[config.mk]
export PLATFORM = sky130hd
export DESIGN_NAME = ssl_top
export DESIGN_NICKNAME = d
export VERILOG_FILES = /design/src/ssl_rx_lock.v /design/src/ssl_top.v
export VERILOG_INCLUDE_DIRS = /design/src /design/src/src
export SDC_FILE = /design/constraint.sdc
export NUM_CORES = 1
export LEC_CHECK = 0
export ABC_AREA = 1
export BUFFER_PORTS_ARGS = -buffer_cell sky130_fd_sc_hd__buf_4
export CAP_MARGIN = 30
export CORE_MARGIN = 2
export CORE_UTILIZATION = 57
export DETAILED_ROUTE_END_ITERATION = 12
export GPL_TIMING_DRIVEN = 0
export HOLD_SLACK_MARGIN = 0.12
export PLACE_DENSITY = 0.85
export SYNTH_ARGS = -nofsm -noshare
export SYNTH_HDL_FRONTEND = slang
export SYNTH_HIERARCHICAL = 1
export SYNTH_SLANG_ARGS = --single-unit
[constraint.sdc]
create_clock -name clk -period 2.4 [get_ports clk]
set_clock_uncertainty 0.1 [all_clocks]
set_input_delay 0.24 -clock clk [delete_from_list [all_inputs] [get_ports clk]]
set_output_delay 0.24 -clock clk [all_outputs]
set_load 0.03 [all_outputs]
[src/ssl_defines.vh]
`ifndef SSL_DEFINES_VH
`define SSL_DEFINES_VH

`define SSL_DATA_BITS   18
`define SSL_FRAME_BITS  20
`define SSL_FRAME_LAST  5'h13
`define SSL_RCLK_FALL   5'h09
`define SSL_START_BIT   1'h1
`define SSL_STOP_BIT    1'h0
`define SSL_SYNC_WORD   18'h001FF
`define SSL_ALIGN_HOLD  3'h6
`define SSL_LOCK_GOOD   3'h4
`define SSL_LOSS_BAD    2'h2
`define SSL_PIN_BITS    23

`define SSL_REG_CTRL    4'h0
`define SSL_REG_STATUS  4'h4
`define SSL_REG_LOSSES  4'h8

`define SSL_CTRL_LINE   0
`define SSL_CTRL_LOCAL  1
`define SSL_CTRL_ALIGN  2
`define SSL_CTRL_RESET  3'h0

`define SSL_STAT_LOCKED 0
`define SSL_STAT_SYNC   1
`define SSL_STAT_TXON   2
`define SSL_STAT_RXON   3

`endif

[src/ssl_rx_lock.v]
`timescale 1ns/1ps
`include "ssl_defines.vh"

// Frame hunter and lock detector for the recovered serial bit stream.
module ssl_rx_lock (
  input  wire        clk,        // Core clock, one serial bit per edge.
  input  wire        rstn,       // Asynchronous reset, active low.
  input  wire        bit_in,     // Received serial bit.
  input  wire        bit_ok,     // High when the line carries a real level.
  input  wire        restart,    // Forces a fresh lock acquisition.
  output reg  [17:0] word_ff,    // Last good received word.
  output reg         word_stb_ff, // One-cycle pulse with each valid word.
  output reg         locked_ff   // High while locked to the stream.
);

  localparam ST_HUNT  = 1'b0;
  localparam ST_TRACK = 1'b1;

  reg        state_ff;
  reg        prev_ff;
  reg        err_ff;
  reg  [4:0] cnt_ff;
  reg  [18:0] sh_ff;
  reg  [2:0] good_ff;
  reg  [1:0] bad_ff;
  wire [19:0] frame;
  wire       frame_ok;

  // Pulls the data bits out of a frame, first sent bit becoming bit zero.
  function [17:0] unframe;
    input [19:0] f;
    integer k;
    begin
      unframe = 18'h00000;
      for (k = 0; k < `SSL_DATA_BITS; k = k + 1) begin
        unframe[k] = f[18 - k];
      end
    end
  endfunction

  assign frame    = {sh_ff, bit_in};
  // Start high, stop low and no floating bit inside the frame.
  assign frame_ok = (frame[19] == `SSL_START_BIT) &&
                    (frame[0] == `SSL_STOP_BIT) && !err_ff && bit_ok;

  // Hunts for the stop to start edge, then checks every frame boundary.
  always @(posedge clk or negedge rstn) begin
    if (!rstn) begin
      state_ff    <= ST_HUNT;
      prev_ff     <= 1'b0;
      err_ff      <= 1'b0;
      cnt_ff      <= 5'h00;
      sh_ff       <= 19'h00000;
      good_ff     <= 3'h0;
      bad_ff      <= 2'h0;
      word_ff     <= 18'h00000;
      word_stb_ff <= 1'b0;
      locked_ff   <= 1'b0;
    end else begin
      prev_ff     <= bit_in & bit_ok;
      word_stb_ff <= 1'b0;
      sh_ff       <= {sh_ff[17:0], bit_in};
      if (restart) begin
        state_ff  <= ST_HUNT;
        locked_ff <= 1'b0;
        good_ff   <= 3'h0;
        bad_ff    <= 2'h0;
      end else begin
        case (state_ff)
          ST_HUNT: begin
            // Only a clean rising edge may start a frame; noise is ignored.
            if (bit_ok && bit_in && !prev_ff) begin
              state_ff <= ST_TRACK;
              cnt_ff   <= 5'h01;
              err_ff   <= 1'b0;
            end
          end
          ST_TRACK: begin
            if (cnt_ff == `SSL_FRAME_LAST) begin
              cnt_ff <= 5'h00;
              err_ff <= 1'b0;
              if (frame_ok) begin
                bad_ff <= 2'h0;
                if (good_ff != `SSL_LOCK_GOOD) begin
                  good_ff <= good_ff + 3'h1;
                end
                if (locked_ff || good_ff == `SSL_LOCK_GOOD - 3'h1) begin
                  locked_ff   <= 1'b1;
                  word_ff     <= unframe(frame);
                  word_stb_ff <= 1'b1;
                end
              end else if (locked_ff) begin
                // Keeps framing through one bad frame, drops on the second.
                if (bad_ff == `SSL_LOSS_BAD - 2'h1) begin
                  locked_ff <= 1'b0;
                  state_ff  <= ST_HUNT;
                  good_ff   <= 3'h0;
                  bad_ff    <= 2'h0;
                end else begin
                  bad_ff <= bad_ff + 2'h1;
                end
              end else begin
                state_ff <= ST_HUNT;
                good_ff  <= 3'h0;
              end
            end else begin
              cnt_ff <= cnt_ff + 5'h01;
              err_ff <= err_ff | !bit_ok;
            end
          end
          default: begin
            state_ff <= ST_HUNT;
          end
        endcase
      end
    end
  end

endmodule

[src/ssl_top.v]
`timescale 1ns/1ps
`include "ssl_defines.vh"

// Serializer and deserializer control core with loopback and lock logic.
// One serial bit moves per clock edge, so a word takes twenty edges.
module ssl_top (
  input  wire        clk,                    // Core clock, 25 MHz.
  input  wire        rstn,                   // Asynchronous reset, low.
  input  wire [3:0]  avs_address,            // Avalon byte address.
  input  wire        avs_read,               // Avalon read request.
  input  wire        avs_write,              // Avalon write request.
  input  wire [31:0] avs_writedata,          // Avalon write data.
  input  wire [3:0]  avs_byteenable,         // Avalon byte lanes.
  output reg  [31:0] avs_readdata,           // Avalon read data.
  output reg         avs_waitrequest,        // Avalon stall, high idle.
  input  wire        receive_output_enable,  // Low floats receive outputs.
  input  wire        receiver_powerdown_n,   // Low puts receiver down.
  input  wire        serial_driver_enable,   // Low floats serial driver.
  input  wire [17:0] parallel_tx_word,       // Word to be serialized.
  input  wire        serial_in_p,            // Serial input, true leg.
  input  wire        serial_in_n,            // Serial input, inverted leg.
  output reg         serial_out_p,           // Serial output, true leg.
  output reg         serial_out_n,           // Serial output, inverted leg.
  output reg         serial_out_oe,          // Serial driver enable.
  output reg  [17:0] parallel_rx_word,       // Received word.
  output reg         parallel_rx_word_oe,    // Received word enable.
  output reg         recovered_clock,        // Clock with received word.
  output reg         recovered_clock_oe,     // Recovered clock enable.
  output reg         sync_achieved_n         // Low while locked.
);

  // Pin synchroniser stages and the agreed level of each pin.
  reg  [22:0] pin_s1_ff;
  reg  [22:0] pin_s2_ff;
  reg  [22:0] pin_s3_ff;
  reg  [22:0] pin_ff;
  wire [22:0] pin_raw;
  wire        ren_f;
  wire        pwdn_n_f;
  wire        den_f;
  wire        sin_p_f;
  wire        sin_n_f;
  wire [17:0] txw_f;

  // Software control and mode tracking.
  reg  [2:0]  ctrl_ff;
  reg  [1:0]  mode_ff;
  reg         pwdn_q_ff;
  wire        line_mode;
  wire        local_mode;
  wire [1:0]  mode_now;
  wire        restart;

  // Transmit frame state.
  reg  [4:0]  tx_cnt_ff;
  reg  [19:0] tx_sh_ff;
  reg  [2:0]  align_cnt_ff;
  reg         sync_send_ff;
  reg  [17:0] lb_word_ff;
  reg  [2:0]  nxt_align_cnt;
  reg  [17:0] tx_src;
  wire [17:0] tx_rev;
  wire        tx_bit;

  // Receive side.
  wire        rx_bit;
  wire        rx_ok;
  wire [17:0] rx_word;
  wire        rx_stb;
  wire        rx_locked;
  reg         lock_q_ff;
  reg  [7:0]  loss_cnt_ff;
  reg  [4:0]  rclk_cnt_ff;
  wire        rx_drive;

  // Bus slave.
  wire        bus_req;
  reg  [31:0] rd_mux;

  assign pin_raw = {receive_output_enable, receiver_powerdown_n,
                    serial_driver_enable, serial_in_p, serial_in_n,
                    parallel_tx_word};

  // Every pin passes three flops; a change counts once stages two and
  // three agree, so a single late sample cannot reach the logic.
  always @(posedge clk or negedge rstn) begin
    if (!rstn) begin
      pin_s1_ff <= 23'h000000;
      pin_s2_ff <= 23'h000000;
      pin_s3_ff <= 23'h000000;
      pin_ff    <= 23'h000000;
    end else begin
      pin_s1_ff <= pin_raw;
      pin_s2_ff <= pin_s1_ff;
      pin_s3_ff <= pin_s2_ff;
      pin_ff    <= (pin_s2_ff & pin_s3_ff) |
                   (pin_ff & (pin_s2_ff ^ pin_s3_ff));
    end
  end

  assign ren_f    = pin_ff[22];
  assign pwdn_n_f = pin_ff[21];
  assign den_f    = pin_ff[20];
  // Serial legs change every bit, so they skip the agreement filter and
  // take the third stage; filtering would erase single-bit pulses.
  assign sin_p_f  = pin_s3_ff[19];
  assign sin_n_f  = pin_s3_ff[18];
  assign txw_f    = pin_ff[17:0];

  // Local loopback outranks line loopback if software sets both.
  assign local_mode = ctrl_ff[`SSL_CTRL_LOCAL];
  assign line_mode  = ctrl_ff[`SSL_CTRL_LINE] & ~local_mode;
  assign mode_now   = {local_mode, line_mode};

  // A mode change or a powered-down receiver restarts acquisition.
  assign restart = (mode_now != mode_ff) | ~pwdn_n_f;

  // The sampled mode lags the control register by one edge.
  always @(posedge clk or negedge rstn) begin
    if (!rstn) begin
      mode_ff   <= 2'h0;
      pwdn_q_ff <= 1'b0;
    end else begin
      mode_ff   <= mode_now;
      pwdn_q_ff <= pwdn_n_f;
    end
  end

  // Chooses the word for the next frame: sync pattern, looped word or
  // the parallel input, and counts word cycles of the align request.
  always @* begin
    nxt_align_cnt = 3'h0;
    if (ctrl_ff[`SSL_CTRL_ALIGN]) begin
      if (align_cnt_ff == `SSL_ALIGN_HOLD) begin
        nxt_align_cnt = `SSL_ALIGN_HOLD;
      end else begin
        nxt_align_cnt = align_cnt_ff + 3'h1;
      end
    end
    if (nxt_align_cnt == `SSL_ALIGN_HOLD) begin
      tx_src = `SSL_SYNC_WORD;
    end else if (line_mode) begin
      tx_src = lb_word_ff;
    end else begin
      tx_src = txw_f;
    end
  end

  // Places data bit zero first on the line after the start bit.
  genvar gi;
  generate
    for (gi = 0; gi < `SSL_DATA_BITS; gi = gi + 1) begin : g_rev
      assign tx_rev[17 - gi] = tx_src[gi];
    end
  endgenerate

  assign tx_bit = tx_sh_ff[19];

  // Serializer runs regardless of the driver enable, so re-enabling
  // the driver simply shows the stream that was running all along.
  always @(posedge clk or negedge rstn) begin
    if (!rstn) begin
      tx_cnt_ff    <= 5'h00;
      tx_sh_ff     <= 20'h00000;
      align_cnt_ff <= 3'h0;
      sync_send_ff <= 1'b0;
    end else begin
      if (tx_cnt_ff == `SSL_FRAME_LAST) begin
        tx_cnt_ff    <= 5'h00;
        // Each frame gets fresh start and stop clock bits.
        tx_sh_ff     <= {`SSL_START_BIT, tx_rev, `SSL_STOP_BIT};
        align_cnt_ff <= nxt_align_cnt;
        sync_send_ff <= (nxt_align_cnt == `SSL_ALIGN_HOLD);
      end else begin
        tx_cnt_ff <= tx_cnt_ff + 5'h01;
        tx_sh_ff  <= {tx_sh_ff[18:0], 1'b0};
      end
    end
  end

  // Serial driver: enable from the pin, forced off in local loopback.
  always @(posedge clk or negedge rstn) begin
    if (!rstn) begin
      serial_out_p  <= 1'b0;
      serial_out_n  <= 1'b1;
      serial_out_oe <= 1'b0;
    end else begin
      serial_out_p  <= tx_bit;
      serial_out_n  <= ~tx_bit;
      serial_out_oe <= den_f & ~local_mode;
    end
  end

  // Local loopback feeds the deserializer from the serializer; a line
  // with both legs at one level is treated as floating.
  assign rx_bit = local_mode ? tx_bit : sin_p_f;
  assign rx_ok  = local_mode | (sin_p_f ^ sin_n_f);

  ssl_rx_lock u_rx_lock (
    .clk         (clk),
    .rstn        (rstn),
    .bit_in      (rx_bit),
    .bit_ok      (rx_ok),
    .restart     (restart),
    .word_ff     (rx_word),
    .word_stb_ff (rx_stb),
    .locked_ff   (rx_locked)
  );

  // Line loopback retransmits the newest received word in new frames.
  always @(posedge clk or negedge rstn) begin
    if (!rstn) begin
      lb_word_ff <= 18'h00000;
    end else if (rx_stb) begin
      lb_word_ff <= rx_word;
    end
  end

  // Receive outputs drive only when enabled, powered and locked.
  assign rx_drive = ren_f & pwdn_n_f & rx_locked;

  // Received word, recovered clock and lock flag move together, so the
  // word is valid exactly while sync_achieved_n is low.
  always @(posedge clk or negedge rstn) begin
    if (!rstn) begin
      parallel_rx_word    <= 18'h00000;
      parallel_rx_word_oe <= 1'b0;
      recovered_clock     <= 1'b0;
      recovered_clock_oe  <= 1'b0;
      sync_achieved_n     <= 1'b1;
      rclk_cnt_ff         <= 5'h00;
    end else begin
      if (rx_stb) begin
        parallel_rx_word <= rx_word;
        recovered_clock  <= 1'b1;
        rclk_cnt_ff      <= 5'h00;
      end else begin
        if (rclk_cnt_ff == `SSL_RCLK_FALL) begin
          recovered_clock <= 1'b0;
        end
        if (rclk_cnt_ff != `SSL_FRAME_LAST) begin
          rclk_cnt_ff <= rclk_cnt_ff + 5'h01;
        end
      end
      // The lock is kept while receive_output_enable floats the outputs, so enabling resumes.
      parallel_rx_word_oe <= rx_drive;
      recovered_clock_oe  <= rx_drive;
      sync_achieved_n     <= ~(rx_locked & pwdn_n_f);
    end
  end

  // Counts lock losses for software, saturating at the top.
  always @(posedge clk or negedge rstn) begin
    if (!rstn) begin
      lock_q_ff   <= 1'b0;
      loss_cnt_ff <= 8'h00;
    end else begin
      lock_q_ff <= rx_locked;
      if (lock_q_ff && !rx_locked && loss_cnt_ff != 8'hFF) begin
        loss_cnt_ff <= loss_cnt_ff + 8'h01;
      end
    end
  end

  assign bus_req = avs_read | avs_write;

  // Read data selection; unmapped addresses read as zero.
  always @* begin
    rd_mux = 32'h00000000;
    case (avs_address)
      `SSL_REG_CTRL: begin
        rd_mux[2:0] = ctrl_ff;
      end
      `SSL_REG_STATUS: begin
        rd_mux[`SSL_STAT_LOCKED] = rx_locked;
        rd_mux[`SSL_STAT_SYNC]   = sync_send_ff;
        rd_mux[`SSL_STAT_TXON]   = serial_out_oe;
        rd_mux[`SSL_STAT_RXON]   = parallel_rx_word_oe & pwdn_q_ff;
      end
      `SSL_REG_LOSSES: begin
        rd_mux[7:0] = loss_cnt_ff;
      end
      default: begin
        rd_mux = 32'h00000000;
      end
    endcase
  end

  // Avalon slave: waitrequest drops for one cycle, one edge after the
  // request appears; the write lands at the edge that sees it low.
  always @(posedge clk or negedge rstn) begin
    if (!rstn) begin
      avs_waitrequest <= 1'b1;
      avs_readdata    <= 32'h00000000;
      ctrl_ff         <= `SSL_CTRL_RESET;
    end else begin
      if (bus_req && avs_waitrequest) begin
        avs_waitrequest <= 1'b0;
        if (avs_read) begin
          avs_readdata <= rd_mux;
        end
      end else begin
        avs_waitrequest <= 1'b1;
      end
      if (avs_write && !avs_waitrequest && avs_byteenable[0] &&
          avs_address == `SSL_REG_CTRL) begin
        ctrl_ff <= avs_writedata[2:0];
      end
    end
  end

endmodule

# [Word level (Yosys, flattened, before mapping)]
# Cells that the tools add are included.
[totals] out_inout_bits=58 word_cells=160 register_bits=226 input_bits=67
[classes] reduce_logical=29 eq_ne=17 n_bitwise=23 n_addsub=7 muxes=51
[op_table] operator="$and A23 B23 Y23" n=2
[op_table] operator="$mux W18" n=2
[op_table] operator="$mux W3" n=9
[op_table] operator="$mux W5" n=5
[op_table] operator="$or A23 B23 Y23" n=1
[op_table] operator="$xor A23 B23 Y23" n=1
[op_table] operator="$mux W1" n=22
[op_table] operator="$mux W20" n=1
[op_table] operator="$add A5 B1 Y5 const B" n=3
[op_table] operator="$mux W2" n=6
[op_table] operator="$logic_and A1 B1 Y1" n=11
[op_table] operator="$eq A5 B5 Y1 const B" n=2
[op_table] operator="$pmux W5 S2" n=1
[op_table] operator="$ne A3 B3 Y1 const B" n=3
[op_table] operator="$pmux W3 S3" n=1
[op_table] operator="$add A8 B1 Y8 const B" n=1
[op_table] operator="$ne A8 B8 Y1 const B" n=1
[op_table] operator="$reduce_bool A2 Y1" n=4
[op_table] operator="$and A1 B1 Y1" n=7
[op_table] operator="$not A1 Y1" n=7
[op_table] operator="$add A3 B1 Y3 const B" n=2
[op_table] operator="$eq A3 B3 Y1 const B" n=2
[op_table] operator="$pmux W1 S2" n=3
[op_table] operator="$reduce_and A3 Y1" n=2
[op_table] operator="20 further kinds" n=28

# [Longest topological paths before layout]
# Gate-level depths: netlist of run 1.
[logic_depth] word_depth=9 mapped_depth=14 ltp_nobuf=11

# [Cells and area by module]
# Netlist of run 1, hierarchy kept.
[by_module_without_submodules] module="ssl_top" n_inst=1 cells_per_inst=599 area_per_inst_um2=6653.9 seq_area_each_um2=4282.9
[by_module_without_submodules] module="ssl_rx_lock" n_inst=1 cells_per_inst=212 area_per_inst_um2=2049.5 seq_area_each_um2=1301.2

# [Worst setup path before layout of run 1]
# OpenSTA, ideal clock, no wires.
[synth_path] kind="register to register" from="reg ctrl_ff[1]" to="reg u_rx_lock.word_ff[10]" arrival_ns=1.749 setup_time_ns=0.116 period_less_slack_ns=1.966 path_stages_with_launch=14 path_buffers=3 slack_ns=0.434 t_required_ns=2.184 path_cell_list="dfrtp_1 > buf_6 > inv_2 > nand2_4 > buf_6 > xor2_1 > nand3_1 > inv_1 > nand3_2 > inv_2 > nand2_4 > buf_4 > nand2_1 > nand2_1"
[synth_between] elab_chain_cells=6 word_cells_on_any_way=12 cone_classes="eq/ne: 1; mux: 1; bitwise: 6; reduce/logical: 4"
[synth_lines] element="start, declared" line="ssl_top.v:46" rtl="reg [2:0] ctrl_ff;"
[synth_lines] element="start signal, assigned" line="ssl_top.v:295" rtl="ctrl_ff <= `SSL_CTRL_RESET;"
[synth_lines] element="start signal, assigned" line="ssl_top.v:307" rtl="ctrl_ff <= avs_writedata[2:0];"
[synth_lines] element="$not A1 Y1" line="ssl_top.v:112" rtl="assign line_mode = ctrl_ff[`SSL_CTRL_LINE] & ~local_mode;"
[synth_lines] element="$and A1 B1 Y1" line="ssl_top.v:112"
[synth_lines] element="$ne A2 B2 Y1 (*)" line="ssl_top.v:116" rtl="assign restart = (mode_now != mode_ff) | ~pwdn_n_f;"
[synth_lines] element="$or A1 B1 Y1 (*)" line="ssl_top.v:116"
[synth_lines] element="via restart" line="ssl_top.v:52" rtl="wire restart;"
[synth_lines] element="$not A1 Y1 (no line) (*)"
[synth_lines] element="$reduce_and A5 Y1 (no line) (*)"
[synth_lines] element="end signal, assigned" line="ssl_rx_lock.v:89" rtl="word_ff <= unframe(frame);"
[synth_lines] element="end, declared" line="ssl_rx_lock.v:11" rtl="output reg [17:0] word_ff,"
# The timed path passes the listed nets; every way through them passes the cells marked *.
# A chain may end at the register's enable or synchronous reset.

# [Worst setup path in the final report of run 1]
[layout_path] from="in avs_address[3]" to="reg ctrl_ff[0]"
[layout_between] elab_chain_cells=2
[layout_lines] element="start, declared" line="ssl_top.v:9" rtl="input wire [3:0] avs_address,"
[layout_lines] element="$logic_not A4 Y1 (no line)"
[layout_lines] element="$logic_and A1 B1 Y1 (no line)"
# No other way between the ends.

==> flow_summary_export.csv, run 1 <==
group,metric,value,unit
status,outcome,"finished, final reports clean",
floorplanning,core-area,0.0150,mm2
floorplanning,initial_utilization,57.9,%
critical_path,critPathMaxFanout,5,
synth,synthTopCellsByCount,"nand2_1, dfrtp_1, nor2_1",
power_and_ir_drop,seqPwrFrac,49.8,%
drt,dr_wl_met3,860,um
clocking,cts_tree,"done",
power_and_ir_drop,leakage,0.00556,uW
clocking,clk-insertion-delay-late,0.52,ns
drt,drt_iter0_markers,584,
final_layout,fin_cells,1170,
clocking,cts-buffers-inserted,23,
drt,vias,6013,
timing,hold_slack,0.206,ns
floorplanning,ios,125,
critical_path,cp-end-kind,"flop",
timing,finalCritPeriodShare,95.8,%
placed_design,place_congestion,0.813,
timing,fin_setup_tns,0,ns
placed_design,pre_cts_slack,0.00477,ns
timing,min_period,2.30,ns
synth,synth-async-reset-ratio,100,%
power_and_ir_drop,pwr-share-clk,40.1,%
final_layout,layout-drive-gt1-share,19.6,%
drt,m1WireLength,7.31,mm
min_path,hold_class,"input port to flop",
critical_path,timing.rr.end,"u_rx_lock/word_ff[13]$_DFFE_PN0P_",
clocking,clk_pin_slew,0.06,ns
min_path,hold_depth,6,
timing,drv_slew,0,
critical_path,startpoint,"avs_address[3]",
power_and_ir_drop,power_density,790,mW/mm2
final_layout,diodes,0,
drt,met2WireLength,8.55,mm
synth,synth_edf_count,0,
synth,ys_ff_latch,223,
clocking,cts_buffer_depth,3,
timing,tightest_slew,0.892,ns
power_and_ir_drop,p_sw,2130,uW
drt,routed_via_density,5.14,
timing,rsz0062_at_grt,"true",
global_routing,grt_use_total,22.3,%
run,max-cap-violations,0,
timing,slew-limit-headroom,40.5,%
drt,post_drt_wl_per_cell,14.8,um
timing,hold_violations,0,
power_and_ir_drop,combPwrFrac,10.1,%
global_routing,grt_pass1_wl,29.0,mm
power_and_ir_drop,cellInternalPower,6310,uW
clocking,clock_sinks,223,
synth,syn_area,0.00870,mm2
final_layout,area_delta_synth_final,22.9,%
synth,yosysWarnings,6,
placed_design,dp.cells,1091,
timing,setup_viol,0,
drt,drc_errors,0,
synth,synthFlopType,"dfrtp_1",
drt,drt-total-wl,17.3,mm
global_routing,antenna_found_initial,0,
global_routing,grt_pass1_vias,6043,
timing,clock.fmax,435,MHz
power_and_ir_drop,switching_share,25.3,%
synth,synthTopCellsByArea,"dfrtp_1, nand2_1, ha_1",
synth,synth_most_common_cell,"nand2_1",
drt,dr.pass1.iters,5,
floorplanning,die-area,0.0163,mm2
min_path,hold_end,"avs_readdata[1]$_DFFE_PN0P_",
placed_design,dp_hpwl,10.5,mm
floorplanning,die_w,128,um
critical_path,crit_type,"input port to flop",
final_layout,multi_input_area,0.00267,mm2
critical_path,worst_ep_required_time,2.75,ns
clocking,ctsHtreeMaxLevel,1,
critical_path,critPathLaunchType,"input port",
critical_path,r2r_slack,0.12,ns
floorplanning,rows,45,
final_layout,seq_area,0.00558,mm2
final_layout,nNetsFinal,1065,
timing,fin_ws,0.0998,ns
synth,synth.distinct_cells,35,
placed_design,io_buffers,68,
floorplanning,dieHeight,128,um
synth,postSynthCellCount,811,
synth,avgSynthCellArea,10.7,um2
clocking,clockRootBuffer,"clkbuf_16",
global_routing,grt_max_degree,126,
synth,yosysSeqAreaShare,64.2,%
synth,yosysTopAreaCellShare,63.3,%
critical_path,regToRegStartpoint,"ctrl_ff[1]$_DFFE_PN0P_",
critical_path,crit_arrival,2.65,ns
drt,top_layer,"met4",
power_and_ir_drop,ir_drop,0.000747,V
global_routing,gr-total-overflow,0,
synth,synth_top_area_cell,"dfrtp_1",
drt,antenna_left,0,
critical_path,r2r_cells,13,
final_layout,n_fill_cell,996,
min_path,worstHoldStart,"avs_address[2]",
-- registers in the layout (all words and copies together) (netlist names), 2 cells and up --
register,flops
pin_s2_ff,23
tx_cnt_ff,5
u_rx_lock/good_ff,3
u_rx_lock/word_ff,18
u_rx_lock/sh_ff,19
tx_sh_ff,19
pin_s3_ff,23
loss_cnt_ff,8
align_cnt_ff,3
pin_ff,21
u_rx_lock/cnt_ff,5
avs_readdata,8
parallel_rx_word,18
u_rx_lock/bad_ff,2
rclk_cnt_ff,5
ctrl_ff,3
pin_s1_ff,23
mode_ff,2
-- repair_timing --
item,4_1_cts,5_1_grt
buffers inserted,0,1
hold buffers,38,0
gates resized for setup,2,3
endpoints found under the hold margin,156,0
endpoints found under the setup margin,10,12
pin swaps,0,1
-- kinds of logic (layout without fill, tap and decap cells) --
logic type	after synthesis	after routing	synth area share [%]
xor+xnor	9	9	0.906
fa+ha+maj	31	31	4.46
other cells	1	24	0.0431
buf+inv	98	246	6.35
flops	223	223	64.2
simple gates	371	371	18.5
compound gates	78	78	5.55
-- layout make-up --
class | instances | area share [%]
plain buffers | 43 | 3.15
clock buffers | 35 | 6.27
clock inverters | 5 | 0.456
inverters | 55 | 2.02
multi-input cells | 513 | 25.0
flip-flops and latches | 223 | 52.2
well taps | 188 | 2.20
repair buffers | 108 | 8.73
-- routing by layer --
layer,GRT usage (%),vias to the layer above
met5,0,-
met4,8.27,0
met3,3.31,54
met2,37.8,175
met1,29.5,2929
li1,-,2855
-- worst max path at each step --
stage	end	slack, ns
after floorplan	u_rx_lock/word_ff[10]$_DFFE_PN0P_	0.43
after global placement	pin_ff[22]$_DFF_PN0_	-0.54
after detailed placement	u_rx_lock/word_ff[9]$_DFFE_PN0P_	0.005
after CTS	ctrl_ff[0]$_DFFE_PN0P_	0.06
after global routing	ctrl_ff[0]$_DFFE_PN0P_	-0.005
final	ctrl_ff[0]$_DFFE_PN0P_	0.1
-- power by group through the flow --
stage                     clock network [uW]  logic, uW  registers [uW]
after CTS                               3440        846            4210
final                                   3390        853            4210
after floorplan                            0        502            4240
after global routing                    3610        965            4240
after detailed placement                   0        773            4260
after global placement                     0        740            4260
-- critical path, stage by stage --
cell,delay (ns)
dlygate4sd3_1,0.56
buf_4,0.16
inv_1,0.12
nand3_1,0.15
nor2_4,0.17
nand2_1,0.06
dlygate4sd3_1,0.56
nand2_1,0.07
dlygate4sd3_1,0.56
-- stage by stage --
| stage | cell area, um2 | util (%) | power [uW] |
|---|---|---|---|
| floorplan | 8790 | - | 4740 |
| finish | 10700 | 71.2 | 8450 |
| detailed placement | 9570 | 63.7 | 5040 |
| CTS | 10700 | 71.1 | 8490 |
| global route | 10700 | 71.2 | 8810 |
| global placement | 9540 | 63.4 | 5000 |
-- cells in the final DEF, fill, tap and decap left out, drive strengths merged --
cell type    instances
nand2              237
dfrtp              220
buf                111
nor2                61
nand3               58
inv                 56
o21ai               41
dlygate4sd3         38
clkbuf              37
ha                  31
conb                24
a21o                21
a21oi               15
nand4               12
xnor2                6
dfstp                3
xor2                 3
clkinv               3
nor3                 2
or2                  1
clkinvlp             1
o21bai               1
No activity file was read; power rests on OpenSTA's default activity.
==> run 2: changes to the inputs <==
==> constraint.sdc (replaced) <==
create_clock -name clk -period 2.4 [get_ports clk]
set_clock_uncertainty 0.1 [all_clocks]
set_input_delay 0.72 -clock clk [delete_from_list [all_inputs] [get_ports clk]]
set_output_delay 0.72 -clock clk [all_outputs]
set_load 0.03 [all_outputs]
==> run 2 against run 1 <==
Effect of this change:
- final cell count down 3.2%
- die area unchanged
- first-iteration DRC count fell by 6.2%
- flip-flop and latch count unchanged
- sequential share of layout area rose by 2.0 points
- sequential power is essentially flat
- power down 0.79%
- highest routed layer unchanged
==> flow_summary_export.csv, run 2 (synthesized netlist as in run 1, its figures left out) <==
group,metric,value,unit
status,outcome,"finished, final reports clean",
timing,min_period,2.28,ns
power_and_ir_drop,power_density,813,mW/mm2
timing,fin_ws,0.120,ns
critical_path,cpPeakStageDelay,0.38,ns
drt,routed_via_density,5.11,
power_and_ir_drop,pwr-share-clk,40.4,%
clocking,cts_buffer_depth,3,
floorplanning,die_w,128,um
critical_path,regToRegStartpoint,"ctrl_ff[1]$_DFFE_PN0P_",
drt,antenna_left,0,
global_routing,grt_pass1_vias,5746,
final_layout,area_delta_synth_final,18.5,%
drt,dr.pass1.iters,4,
final_layout,seq_area,0.00558,mm2
timing,rsz0062_at_grt,"false",
final_layout,diodes,0,
drt,drt-total-wl,16.6,mm
power_and_ir_drop,cellInternalPower,6270,uW
final_layout,n_fill_cell,1058,
timing,finalCritPeriodShare,95.0,%
critical_path,path_buf_inv,6,
critical_path,cp_slowest_cell,"dfrtp_1",
critical_path,cp-end-kind,"flop",
clocking,clk-insertion-delay-late,0.52,ns
critical_path,cp_common_cell,"inv_2",
timing,clock.fmax,439,MHz
power_and_ir_drop,combPwrFrac,9.4,%
placed_design,dp_hpwl,10.5,mm
power_and_ir_drop,ir_drop,0.000751,V
clocking,clk_pin_slew,0.06,ns
floorplanning,initial_utilization,57.9,%
clocking,ctsHtreeMaxLevel,1,
drt,drc_errors,0,
drt,post_drt_wl_per_cell,14.7,um
global_routing,grt_use_total,21.2,%
timing,hold_violations,0,
final_layout,nNetsFinal,1027,
drt,drt_iter0_markers,548,
critical_path,cp_cell_sequence,"buf_6, inv_2, nand2_4, buf_6, xor2_2, nand3_2, inv_2, nand3_2, inv_2, nand2_4, buf_4, nand2_1, nand2_1",
timing,fin_setup_tns,0,ns
clocking,clock_sinks,223,
final_layout,final_common_cell,"nand2_1",
global_routing,grt_max_degree,126,
placed_design,place_congestion,0.813,
clocking,clockRootBuffer,"clkbuf_16",
power_and_ir_drop,p_sw,2110,uW
final_layout,reg_top3,"pin_s1_ff x23, pin_s2_ff x23, pin_s3_ff x23",
critical_path,startpoint,"ctrl_ff[1]$_DFFE_PN0P_",
min_path,hold_class,"input port to async pin",
clocking,cts_hold_buf,0,
critical_path,critPathMaxFanout,10,
floorplanning,core-area,0.0150,mm2
critical_path,crit_type,"flop to flop",
clocking,cts_tree,"done",
clocking,cts-buffers-inserted,23,
critical_path,path_delay_family,"buffers and inverters",
power_and_ir_drop,leakage,0.00541,uW
timing,drv_slew,0,
drt,vias,5786,
power_and_ir_drop,seqPwrFrac,50.2,%
floorplanning,rows,45,
critical_path,critPathLaunchType,"flop",
critical_path,worst_ep_required_time,2.71,ns
floorplanning,ios,125,
timing,slew-limit-headroom,40.3,%
final_layout,final_cell_mix,"nand2_1, dfrtp_1, buf_4",
placed_design,pre_cts_slack,0.00477,ns
global_routing,gr-total-overflow,0,
global_routing,antenna_found_initial,0,
timing,setup_viol,0,
floorplanning,die-area,0.0163,mm2
final_layout,layout-drive-gt1-share,20.2,%
power_and_ir_drop,switching_share,25.2,%
critical_path,crit_arrival,2.59,ns
floorplanning,dieHeight,128,um
run,max-cap-violations,0,
global_routing,grt_pass1_wl,27.6,mm
final_layout,multi_input_area,0.00267,mm2
placed_design,io_buffers,68,
timing,tightest_slew,0.896,ns
## run 2: cell types whose count changed in the layout (fill, tap and decap cells not counted), sizes merged
cell	previous run	this run
dlygate4sd3	38	0
## run 2: path summary, 6_finish.rpt
path | to | slack (ns) | cells past startpoint
max | u_rx_lock/word_ff[13]$_DFFE_PN0P_ | 0.12 | 13
min | pin_s1_ff[12]$_DFF_PN0_ | 0.19 | 1
max reg2reg | u_rx_lock/word_ff[13]$_DFFE_PN0P_ | 0.12 | 13
min reg2reg | pin_s2_ff[14]$_DFF_PN0_ | 0.24 | 0
max in group asynchronous | pin_s2_ff[5]$_DFF_PN0_ | 1.04 | 2
min in group clk | pin_s1_ff[12]$_DFF_PN0_ | 0.21 | 1
## run 2: what timing repair did
item / CTS / global route
pin swaps: 0 / 1
setup endpoints to repair: 10 / 10
setup buffers: 0 / 1
gates resized for setup: 2 / 1
cloned: 0 / 0
## run 2: layer usage
metal / routed length [um] / vias up / GRT usage, %
met4: 573 / 0 / 8.34
li1: - / 2779 / -
met5: 0 / - / 0
met2: 8030 / 165 / 34.9
met3: 847 / 53 / 3.31
met1: 7170 / 2789 / 28.7
## run 2: layout make-up
type                    count  area share (%)
clock buffers              35            6.50
well taps                 188            2.28
clock inverters             5           0.473
repair buffers             70            5.36
flip-flops and latches    223            54.2
multi-input cells         513            25.8
plain buffers              43            3.26
inverters                  55            2.10
## run 2: per-stage QoR
| stage | instances | util [%] | total power [uW] | area, um2 | hold slack, ns |
|---|---|---|---|---|---|
| final | 1132 | 68.6 | 8380 | 10300 | 0.186 |
| after global routing | 1132 | 68.6 | 8740 | 10300 | 0.187 |
| after CTS | 1131 | 68.5 | 8430 | 10300 | 0.195 |
| after detailed placement | 1091 | 63.7 | 5040 | 9570 | 0.235 |
| after global placement | 1090 | 63.4 | 5000 | 9540 | 0.231 |
| after floorplan | 834 | - | 4740 | 8790 | 0.231 |
## run 2: power groups by stage
stage,combinational [uW],sequential (uW),clock (uW)
floorplan,502,4240,0
global placement,740,4260,0
detailed placement,773,4260,0
CTS,791,4210,3440
global route,895,4240,3610
finish,790,4210,3380
==> run 3: changes to the inputs <==
--- a/config.mk
+++ b/config.mk
@@ -14,8 +14,7 @@
 export DETAILED_ROUTE_END_ITERATION = 12
 export GPL_TIMING_DRIVEN = 0
 export HOLD_SLACK_MARGIN = 0.12
-export PLACE_DENSITY = 0.85
+export PLACE_DENSITY = 0.86
 export SYNTH_ARGS = -nofsm -noshare
 export SYNTH_HDL_FRONTEND = slang
-export SYNTH_HIERARCHICAL = 1
 export SYNTH_SLANG_ARGS = --single-unit
==> constraint.sdc (replaced) <==
create_clock -name clk -period 2.4 [get_ports clk]
set_clock_uncertainty 0.1 [all_clocks]
set_input_delay 0.48 -clock clk [delete_from_list [all_inputs] [get_ports clk]]
set_output_delay 0.48 -clock clk [all_outputs]
set_load 0.03 [all_outputs]
==> run 3 against run 2 <==
Effect of this change:
- clock-buffer cell count is 4 lower
- power is 4.6% higher
- synthesized area is 1.8% lower
- final cell count is 0.18% higher
- largest power group unchanged
- largest cell class unchanged
- fmax is 9.8% higher
==> flow_summary_export.csv, run 3 <==
group,metric,value,unit
clocking,cts_tree,"done",
drt,post_drt_wl_per_cell,14.8,um
critical_path,r2r_slack,0.32,ns
timing,clock.fmax,482,MHz
critical_path,r2r_cells,7,
synth,yosysSeqAreaShare,65.3,%
synth,synth_top_area_cell,"dfrtp_1",
timing,tightest_slew,0.843,ns
power_and_ir_drop,p_sw,2180,uW
global_routing,grt_use_total,21.7,%
final_layout,final_cell_mix,"dfrtp_1, nand2_1, buf_4",
timing,slew-limit-headroom,43.3,%
min_path,hold_depth,4,
final_layout,reg_top3,"pin_s1_ff x23, pin_s2_ff x23, pin_s3_ff x23",
floorplanning,core-area,0.0146,mm2
synth,syn_area,0.00855,mm2
timing,hold_violations,0,
clocking,cts_resized,0,
floorplanning,rows,44,
min_path,hold_end,"avs_waitrequest$_DFF_PN1_",
final_layout,area_delta_synth_final,22.2,%
final_layout,nNetsFinal,1032,
power_and_ir_drop,combPwrFrac,10.5,%
timing,rsz0062_at_grt,"false",
clocking,ctsHtreeMaxLevel,1,
power_and_ir_drop,seqPwrFrac,49.1,%
synth,synthTopCellsByArea,"dfrtp_1, nand2_1, ha_1",
synth,synth.distinct_cells,34,
final_layout,seq_area,0.00558,mm2
critical_path,critPathMaxFanout,10,
floorplanning,die-area,0.0160,mm2
global_routing,grt_pass1_vias,5851,
synth,synthTopCellsByCount,"dfrtp_1, nand2_1, inv_1",
final_layout,fin_cells,1134,
synth,ys_ff_latch,223,
final_layout,final_common_cell,"dfrtp_1",
critical_path,timing.rr.end,"tx_sh_ff[9]$_DFF_PN0_",
synth,yosysTopAreaCellShare,64.4,%
power_and_ir_drop,power_density,839,mW/mm2
critical_path,critPathLaunchType,"flop",
critical_path,path_delay_family,"simple AND/OR/NAND/NOR gates",
timing,fin_setup_tns,0,ns
placed_design,place_congestion,0.811,
min_path,hold_class,"input port to flop",
power_and_ir_drop,switching_share,24.9,%
final_layout,postLayoutCoreUtil,71.6,%
synth,avgSynthCellArea,10.8,um2
global_routing,grt_max_degree,122,
clocking,clk-insertion-delay-late,0.50,ns
power_and_ir_drop,leakage,0.00538,uW
power_and_ir_drop,p_total,8760,uW
drt,antenna_left,0,
synth,synth_most_common_cell,"dfrtp_1",
clocking,cts_buffer_depth,3,
critical_path,worst_ep_required_time,2.68,ns
critical_path,cp_common_cell,"nand3_1",
drt,drt-total-wl,16.8,mm
critical_path,path_buf_inv,1,
drt,vias,5838,
synth,synth-async-reset-ratio,100,%
power_and_ir_drop,cellInternalPower,6590,uW
placed_design,dp.cells,1066,
floorplanning,ios,125,
floorplanning,die_w,126,um
drt,drt_iter0_markers,611,
final_layout,layout-drive-gt1-share,16.6,%
min_path,worstHoldStart,"avs_write",
synth,synthFlopType,"dfrtp_1",
critical_path,cpPeakStageDelay,0.42,ns
timing,min_period,2.08,ns
clocking,clock_sinks,223,
drt,dr.pass1.iters,6,
timing,finalCritPeriodShare,86.5,%
critical_path,crit_type,"flop to flop",
global_routing,grt_pass1_wl,28.3,mm
final_layout,diodes,0,
final_layout,n_fill_cell,951,
critical_path,regToRegStartpoint,"align_cnt_ff[0]$_DFFE_PN0N_",
timing,hold_slack,0.124,ns
timing,drv_slew,0,
power_and_ir_drop,pwr-share-clk,40.3,%
placed_design,io_buffers,68,
critical_path,cp-end-kind,"flop",
synth,synth_edf_count,0,
critical_path,cp_cell_sequence,"ha_1, xnor2_1, a21oi_1, nand3_1, clkbuf_1, nand3_1, nand2_1",
final_layout,multi_input_area,0.00253,mm2
global_routing,gr-total-overflow,0,
critical_path,crit_arrival,2.36,ns
clocking,clk_pin_slew,0.06,ns
timing,setup_viol,0,
clocking,clockRootBuffer,"clkbuf_16",
run,max-cap-violations,0,
floorplanning,initial_utilization,58.6,%
drt,routed_via_density,5.15,
synth,postSynthCellCount,790,
critical_path,cp_slowest_cell,"dfrtp_1",
synth,yosysWarnings,0,
placed_design,dp_hpwl,10.6,mm
floorplanning,dieHeight,126,um
status,outcome,"finished, final reports clean",
clocking,cts-buffers-inserted,22,
global_routing,antenna_found_initial,0,
power_and_ir_drop,ir_drop,0.000730,V
drt,drc_errors,0,
[run 3: cell families (layout without fill, tap and decap cells)]
logic type,count (synthesis),after routing,share of synthesized area [%]
mux,1,1,0.117
xor+xnor,12,12,1.23
other cells,1,24,0.0439
fa+ha+maj,31,31,4.54
flops,223,223,65.3
buf+inv,106,243,6.03
compound gates,93,93,6.44
simple gates,323,323,16.3
[run 3: power by group through the flow]
stage                     logic (uW)  registers (uW)  clock network [uW]
after floorplan                  566            4330                   0
after global placement           838            4350                   0
after detailed placement         879            4360                   0
after CTS                        927            4300                3600
after global routing            1050            4340                3780
final                            922            4310                3540
[run 3: worst max path at each step]
stage	depth (start not counted)	slack [ns]	endpoint	startpoint
after detailed placement	4	0.32	ctrl_ff[2]$_DFFE_PN0P_	avs_address[1]
after global placement	1	-0.78	pin_s1_ff[21]$_DFF_PN0_	rstn
final	7	0.32	tx_sh_ff[9]$_DFF_PN0_	align_cnt_ff[0]$_DFFE_PN0N_
after CTS	7	0.32	tx_sh_ff[9]$_DFF_PN0_	align_cnt_ff[0]$_DFFE_PN0N_
after floorplan	3	0.74	ctrl_ff[0]$_DFFE_PN0P_	avs_address[1]
after global routing	7	0.23	tx_sh_ff[9]$_DFF_PN0_	align_cnt_ff[0]$_DFFE_PN0N_
[run 3: per-layer routing]
metal / vias up / global-route usage, % / wire length (um)
met2: 191 / 34.6 / 8200
li1: 2772 / - / -
met1: 2835 / 30.6 / 7090
met4: 0 / 7.43 / 461
met3: 40 / 3.96 / 994
met5: - / 0 / 0
[run 3: through the flow]
step | setup WS, ns | area [um2]
after global routing | 0.232 | 10400
after global placement | -0.785 | 9380
after detailed placement | 0.318 | 9410
final | 0.323 | 10400
after floorplan | 0.742 | 8630
after CTS | 0.322 | 10400
[run 3: worst register-to-register path, stage by stage, from the launching register on]
cell and delay (ns):
dfrtp_1 0.42, ha_1 0.23, xnor2_1 0.13, a21oi_1 0.20, nand3_1 0.35, clkbuf_1 0.33
nand3_1 0.14, nand2_1 0.06
[run 3: layout make-up]
class	instances	area share, %
flip-flops and latches	223	53.4
plain buffers	39	2.48
well taps	184	2.20
clock inverters	9	1.17
clock buffers	31	6.08
repair buffers	97	7.90
multi-input cells	484	24.3
inverters	67	2.45
[run 3: timing repair]
action	in CTS	in global routing
hold buffers	28	0
endpoints found under the hold margin	129	0
setup buffers	0	0
